### src/pkg/cbwd_map.svh
/*
 * Timing constants and counts for the CAN bus wake detector.
 * Assumes a 250 MHz core clock (4 ns period).
 */
`ifndef CBWD_MAP_SVH
`define CBWD_MAP_SVH

// ----------------------------------------------------------------------------
// Clock
// ----------------------------------------------------------------------------
`define CBWD_CLK_PERIOD_PS       4000

// ----------------------------------------------------------------------------
// Times in their own units and derived cycle counts
// ----------------------------------------------------------------------------
`define CBWD_PULSE_MIN_NS        500
`define CBWD_PULSE_MAX_US        500
`define CBWD_GAP_MAX_US          500
`define CBWD_CAN_NORMAL_MAX_US   10
`define CBWD_INT_PULSE_US        10
// Least width rounds up; longest times round down.
`define CBWD_PULSE_MIN_CYC  ((`CBWD_PULSE_MIN_NS * 1000 + `CBWD_CLK_PERIOD_PS - 1) / `CBWD_CLK_PERIOD_PS)
`define CBWD_PULSE_MAX_CYC  ((`CBWD_PULSE_MAX_US * 1000000) / `CBWD_CLK_PERIOD_PS)
`define CBWD_GAP_MAX_CYC    ((`CBWD_GAP_MAX_US * 1000000) / `CBWD_CLK_PERIOD_PS)
`define CBWD_INT_PULSE_CYC  ((`CBWD_INT_PULSE_US * 1000000) / `CBWD_CLK_PERIOD_PS)

// ----------------------------------------------------------------------------
// Wake counting
// ----------------------------------------------------------------------------
`define CBWD_WAKE_PULSES         2'h3
`define CBWD_CNT_W               18

`endif

### src/pkg/cbwd_pkg.sv
/*
 * Types for the CAN bus wake detector.
 * Assumes cbwd_map.svh supplies the numeric constants.
 */
package cbwd_pkg;

    // Gray-coded along idle -> width measuring -> gap waiting.
    typedef enum logic [1:0]
    {
        CBWD_IDLE  = 2'h0,
        CBWD_PULSE = 2'h1,
        CBWD_GAP   = 2'h3
    } cbwd_state_type;

endpackage

### src/core/cbwd_detector.sv
/*
 * CAN transceiver digital core: transmit/receive mapping and the bus wake
 * detector with width filter, pulse counter, gap timeout and stop-mode pulse.
 * Assumes all inputs are synchronous to clock_i; the low-power receiver
 * output is high while the bus is dominant.
 */
`timescale 1ns/1ps
`include "cbwd_map.svh"

// How it works
// - Accept a wake-receiver pulse only if wider than 0.5 us and under 500 us.
// - A discarded pulse clears the pulse counter and gives no wake.
// - Each accepted pulse counts up; three accepted pulses assert wake.
// - More than 500 us between accepted pulses clears the counter, no wake.
// - Wake flag holds until CAN normal mode is entered, which clears it.
// - A software disable setting blocks any CAN wake signal.
// - Drive bus dominant while transmit is low, recessive while high.
// - Receive output low while bus dominant, high while recessive.
// - CAN normal mode follows its command within at most 10 us.
// - In stop mode a wake event gives an interrupt low pulse of about 10 us.
module cbwd_detector
(
    // Clock and reset
    input  wire logic clock_i,
    input  wire logic resetn_i,
    // Protocol handler side
    input  wire logic tx_i,
    output logic      rx_o,
    // Bus side
    output logic      bus_dominant_o,
    input  wire logic bus_dominant_i,
    input  wire logic low_power_bus_receiver_i,
    // Mode control
    input  wire logic can_normal_req_i,
    input  wire logic wake_disable_i,
    input  wire logic stop_mode_i,
    // Status
    output logic      can_normal_o,
    output logic      wake_o,
    output logic      intn_o
);

    // ------------------------------------------------------------------------
    // Registers
    // ------------------------------------------------------------------------
    cbwd_pkg::cbwd_state_type  state_r, state_nxt;
    logic [`CBWD_CNT_W-1:0]    timer_r, timer_nxt;
    logic [1:0]                count_r, count_nxt;
    logic                      wake_r, wake_nxt;
    logic                      normal_r, normal_nxt;
    logic                      rx_r, rx_nxt;
    logic                      dom_r, dom_nxt;
    logic [`CBWD_CNT_W-1:0]    int_cnt_r, int_cnt_nxt;
    logic                      intn_r, intn_nxt;
    logic                      wake_set;

    // ------------------------------------------------------------------------
    // Transceiver mapping and mode
    // ------------------------------------------------------------------------
    // Registered one cycle: well inside the loop delay budget.
    always_comb
    begin
        dom_nxt    = ~tx_i;
        rx_nxt     = ~bus_dominant_i;
        normal_nxt = can_normal_req_i;
    end

    // ------------------------------------------------------------------------
    // Wake detector
    // ------------------------------------------------------------------------
    always_comb
    begin
        state_nxt = state_r;
        timer_nxt = timer_r;
        count_nxt = count_r;
        wake_set  = 1'b0;
        case (state_r)
            cbwd_pkg::CBWD_IDLE:
            begin
                timer_nxt = '0;
                if (low_power_bus_receiver_i)
                begin
                    state_nxt = cbwd_pkg::CBWD_PULSE;
                    timer_nxt = `CBWD_CNT_W'(1);
                end
            end
            cbwd_pkg::CBWD_PULSE:
            begin
                // The timer parks at the upper limit, so a bus held dominant
                // can never wrap back into the accepted band.
                if (low_power_bus_receiver_i)
                begin
                    if (timer_r < `CBWD_CNT_W'(`CBWD_PULSE_MAX_CYC))
                    begin
                        timer_nxt = timer_r + `CBWD_CNT_W'(1);
                    end
                end
                else if (timer_r > `CBWD_CNT_W'(`CBWD_PULSE_MIN_CYC)
                         && timer_r < `CBWD_CNT_W'(`CBWD_PULSE_MAX_CYC))
                begin
                    state_nxt = cbwd_pkg::CBWD_GAP;
                    timer_nxt = '0;
                    if (count_r == `CBWD_WAKE_PULSES - 2'h1)
                    begin
                        wake_set  = 1'b1;
                        count_nxt = '0;
                    end
                    else
                    begin
                        count_nxt = count_r + 2'h1;
                    end
                end
                else
                begin
                    count_nxt = '0;
                    state_nxt = cbwd_pkg::CBWD_IDLE;
                    timer_nxt = '0;
                end
            end
            cbwd_pkg::CBWD_GAP:
            begin
                // A new pulse wins over the timeout in the same cycle; only a
                // full quiet span clears the count.
                if (low_power_bus_receiver_i)
                begin
                    state_nxt = cbwd_pkg::CBWD_PULSE;
                    timer_nxt = `CBWD_CNT_W'(1);
                end
                else if (timer_r >= `CBWD_CNT_W'(`CBWD_GAP_MAX_CYC))
                begin
                    count_nxt = '0;
                    state_nxt = cbwd_pkg::CBWD_IDLE;
                    timer_nxt = '0;
                end
                else
                begin
                    timer_nxt = timer_r + `CBWD_CNT_W'(1);
                end
            end
            default:
            begin
                state_nxt = cbwd_pkg::CBWD_IDLE;
                timer_nxt = '0;
                count_nxt = '0;
            end
        endcase
        // Disabled wake or normal mode keeps the counter parked at zero.
        if (wake_disable_i || normal_r)
        begin
            count_nxt = '0;
            wake_set  = 1'b0;
        end
        // Normal mode ends the wake cycle; a fresh wake never coincides
        // with it because counting is held off while normal is active.
        wake_nxt = wake_r;
        if (normal_r)
        begin
            wake_nxt = 1'b0;
        end
        if (wake_set)
        begin
            wake_nxt = 1'b1;
        end
    end

    // ------------------------------------------------------------------------
    // Stop-mode interrupt pulse
    // ------------------------------------------------------------------------
    always_comb
    begin
        int_cnt_nxt = int_cnt_r;
        if (wake_set && stop_mode_i)
        begin
            int_cnt_nxt = `CBWD_CNT_W'(`CBWD_INT_PULSE_CYC);
        end
        else if (int_cnt_r != '0)
        begin
            int_cnt_nxt = int_cnt_r - `CBWD_CNT_W'(1);
        end
        // Registered so the interrupt pin never shows a decode glitch.
        intn_nxt = (int_cnt_nxt == '0);
    end

    // ------------------------------------------------------------------------
    // State registers
    // ------------------------------------------------------------------------
    always_ff @(posedge clock_i or negedge resetn_i)
    begin
        if (!resetn_i)
        begin
            state_r   <= cbwd_pkg::CBWD_IDLE;
            timer_r   <= '0;
            count_r   <= '0;
            wake_r    <= 1'b0;
            normal_r  <= 1'b0;
            rx_r      <= 1'b1;
            dom_r     <= 1'b0;
            int_cnt_r <= '0;
            intn_r    <= 1'b1;
        end
        else
        begin
            state_r   <= state_nxt;
            timer_r   <= timer_nxt;
            count_r   <= count_nxt;
            wake_r    <= wake_nxt;
            normal_r  <= normal_nxt;
            rx_r      <= rx_nxt;
            dom_r     <= dom_nxt;
            int_cnt_r <= int_cnt_nxt;
            intn_r    <= intn_nxt;
        end
    end

    // ------------------------------------------------------------------------
    // Outputs
    // ------------------------------------------------------------------------
    assign bus_dominant_o = dom_r;
    assign rx_o           = rx_r;
    assign can_normal_o   = normal_r;
    assign wake_o         = wake_r;
    assign intn_o         = intn_r;

endmodule

### config.mk
export PLATFORM = sky130hd
export DESIGN_NAME = cbwd_detector
export DESIGN_NICKNAME = d
export VERILOG_FILES = /design/src/pkg/cbwd_pkg.sv /design/src/core/cbwd_detector.sv
export VERILOG_INCLUDE_DIRS = /design/src /design/src/pkg
export SDC_FILE = /design/constraint.sdc
export NUM_CORES = 1
export LEC_CHECK = 0
export ABC_AREA = 1
export BUFFER_PORTS_ARGS = -buffer_cell sky130_fd_sc_hd__buf_2
export CAP_MARGIN = 20
export CORE_MARGIN = 4
export CORE_UTILIZATION = 45
export CTS_CLUSTER_SIZE = 14
export DETAILED_ROUTE_END_ITERATION = 7
export GPL_ROUTABILITY_DRIVEN = 0
export PLACE_DENSITY_LB_ADDON = 0.08
export SLEW_MARGIN = 0
export SYNTH_ARGS = -nofsm -noshare
export SYNTH_HDL_FRONTEND = slang
export SYNTH_SLANG_ARGS = --single-unit
### constraint.sdc
create_clock -name clock_i -period 3.3 [get_ports clock_i]
set_input_delay 0.165 -clock clock_i [delete_from_list [all_inputs] [get_ports clock_i]]
set_output_delay 0.165 -clock clock_i [all_outputs]
set_load 0.02 [all_outputs]
==> run summary <==
Synth Flop Type: dfrtp_1
Die Ht: 86.1 um
Iteration-0 DRC Markers: 153
Die W: 86.1 um
clk slew on worst S/H paths: 90 ps
Routed wire per std cell: 12.4 um
nets: 407
Fin Hold WS: 136 ps
kind of critical path: reg2reg
Antenna diodes: 0
site row count: 28
TritonCTS buffer count: 5
pin count of the biggest net entering global routing: 46
crit path DAT: 2270 ps
fmax: 494 MHz
Root Buffer: clkbuf_8
Buffers on Ports: 12
worst-skew pair later-pin latency: 300 ps
Syn Area/Cell: 7.36 um2
first-pass GRT wire length: 10.4 mm
Synth Register Bits: 45
Post-Syn Area: 2750 um2
fin worst setup slack: 1270 ps
Syn Nets: 386
Syn. warnings: 0
largest cells by area after synthesis: dfrtp_1, nand2_1, nor2_1, inv_1, nand3_1
total global-route track usage: 0.176
power per standard cell area: 392 nW/um2
post-DP HPWL: 4.28 mm
Routed Antenna Nets: 0
post-route clock skew: 4.71 ps
Max Cap Viol: 0
buffers from clock root to sink, at most: 2
DRC: 0
number of synthesized flops with an enable pin: 0
CTS tree: built
Fin. Hold Viols: 0
Post-synth top cells: nand2_1, nor2_1, inv_1, dfrtp_1, nand3_1
register area share after synthesis: 0.411
grt ovf: 0
Initial Util: 0.464
final worst-path cycle share: 0.614
CP required: 3550 ps
RSZ-0062 raised after global routing: false
Peak VDD IR: 0.248 mV
initial antenna violation count: 0
outcome: finished clean
Max Slew Vio Count: 0
worst-margin pin slew: 368 ps
area delta synth->final: 11.9%
Yosys top cell by area: dfrtp_1
TritonCTS Sinks: 45
Cell variety after synth: 39
vias in the first global route: 2242
core box area: 5920 um2
ys async rst share: 1.00
DR vias/cell: 4.95
Ports: 13
setup violators final: 0
Die Area: 7410 um2
slew margin rel.: 0.754
H-tree levels: 2
most frequent cell after synthesis: nand2_1
CP Launch Type: register
Period minus WS final: 2030 ps
leakage: 0.00146 uW
TritonRoute pass-1 iters: 5
Cells after Synth: 373
Worst setup EP type: register
post-place setup slack: 1290 ps
setup TNS: 0 ps
DR vias: 2327
crit-path max FO: 16
DRT Wirelength: 5.85 mm
Hold WC Path Type: in2reg
Synth top area share: 0.392
share of layout cells above drive strength 1: 0.122
-- power breakdown --
group	total [uW]	switching, uW	internal, uW
clock network	500	199	301
logic	125	83.5	42.0
registers	577	13.1	564
-- kinds of logic (layout without fill, tap and decap cells) --
logic type,count (synthesis),after routing,share of synthesized area
flops,45,45,0.411
xor+xnor,15,15,0.0479
fa+ha+maj,5,5,0.0228
simple gates,220,220,0.368
compound gates,34,34,0.0729
buf+inv,54,76,0.0775
-- registers in the layout, indices dropped and copies added, names as in the netlist --
| signal | cells |
|---|---|
| int_cnt_r | 18 |
| wake_o | 1 |
| timer_r | 18 |
| rx_o | 1 |
| can_normal_o | 1 |
| state_r | 2 |
| count_r | 2 |
| bus_dominant_o | 1 |
| intn_o | 1 |
-- cell usage in the layout, fill, tap and decap left out, drive strengths merged, types with 3 or more instances in the layout --
master,instances
nand2,98
nor2,73
inv,50
dfrtp,43
nand3,25
xor2,13
buf,13
o21ai,12
a21oi,11
nor3,11
ha,5
clkbuf,5
nand3b,4
dlygate4sd3,4
nand4,4
o22ai,3
-- routing by layer --
metal  GRT usage  share of wire  wire (um)  vias up
met5           0              0          0        -
met1       0.265           0.53       3130     1054
met4      0.0547          0.011         64        0
met3      0.0336          0.040        234        7
li1            -              -          -     1221
met2       0.254           0.41       2420       45
-- worst paths after layout --
kind / start / end / slack (ps) / cells after the start
max in group asynchronous: resetn_i / rx_o$_DFF_PN1_ / 2460 / 3
min in group asynchronous: resetn_i / timer_r[7]$_DFFE_PN0P_ / 290 / 2
worst max register to register: int_cnt_r[0]$_DFF_PN0_ / intn_o$_DFF_PN1_ / 1270 / 12
worst min register to register: can_normal_o$_DFF_PN0_ / wake_o$_DFFE_PN0P_ / 500 / 1
worst min-delay path: low_power_bus_receiver_i / state_r[0]$_DFFE_PN0P_ / 140 / 3
worst max-delay path: int_cnt_r[0]$_DFF_PN0_ / intn_o$_DFF_PN1_ / 1270 / 12
-- area by class of cell --
type / count / area [um2]
Fill cell: 562 / 2850
Clock inverter: 3 / 65.1
Multi-Input combinational cell: 274 / 1400
Sequential cell: 45 / 1130
Tap cell: 75 / 93.8
Timing Repair Buffer: 17 / 120
Clock buffer: 5 / 68.8
Inverter: 51 / 191
-- worst max-delay path, cell delays in order (launching register included) --
cell and delay (ps):
dfrtp_1 390, inv_1 120, ha_1 310, nand2_4 130, nor2_8 150, nand3_4 190
inv_1 180, a21oi_1 70, o21ai_1 180, nand2_1 80, clkinv_1 50, nand2_1 50
nor2_2 70
-- metrics by stage --
stage / std cells / area (um2) / total power, uW / util
2_1_floorplan: 373 / 2750 / 663 / -
3_3_place_gp: 457 / 2880 / 707 / 0.486
3_5_place_dp: 457 / 2880 / 706 / 0.486
4_1_cts: 468 / 3040 / 1210 / 0.514
5_1_grt: 470 / 3070 / 1250 / 0.519
6_report: 470 / 3070 / 1200 / 0.519
-- repair_timing --
action	4_1_cts	5_1_grt
hold buffers	3	1
gates resized for setup	0	0
endpoints found under the hold margin	3	12
setup buffers	0	0
No activity file was read; power rests on OpenSTA's default activity.
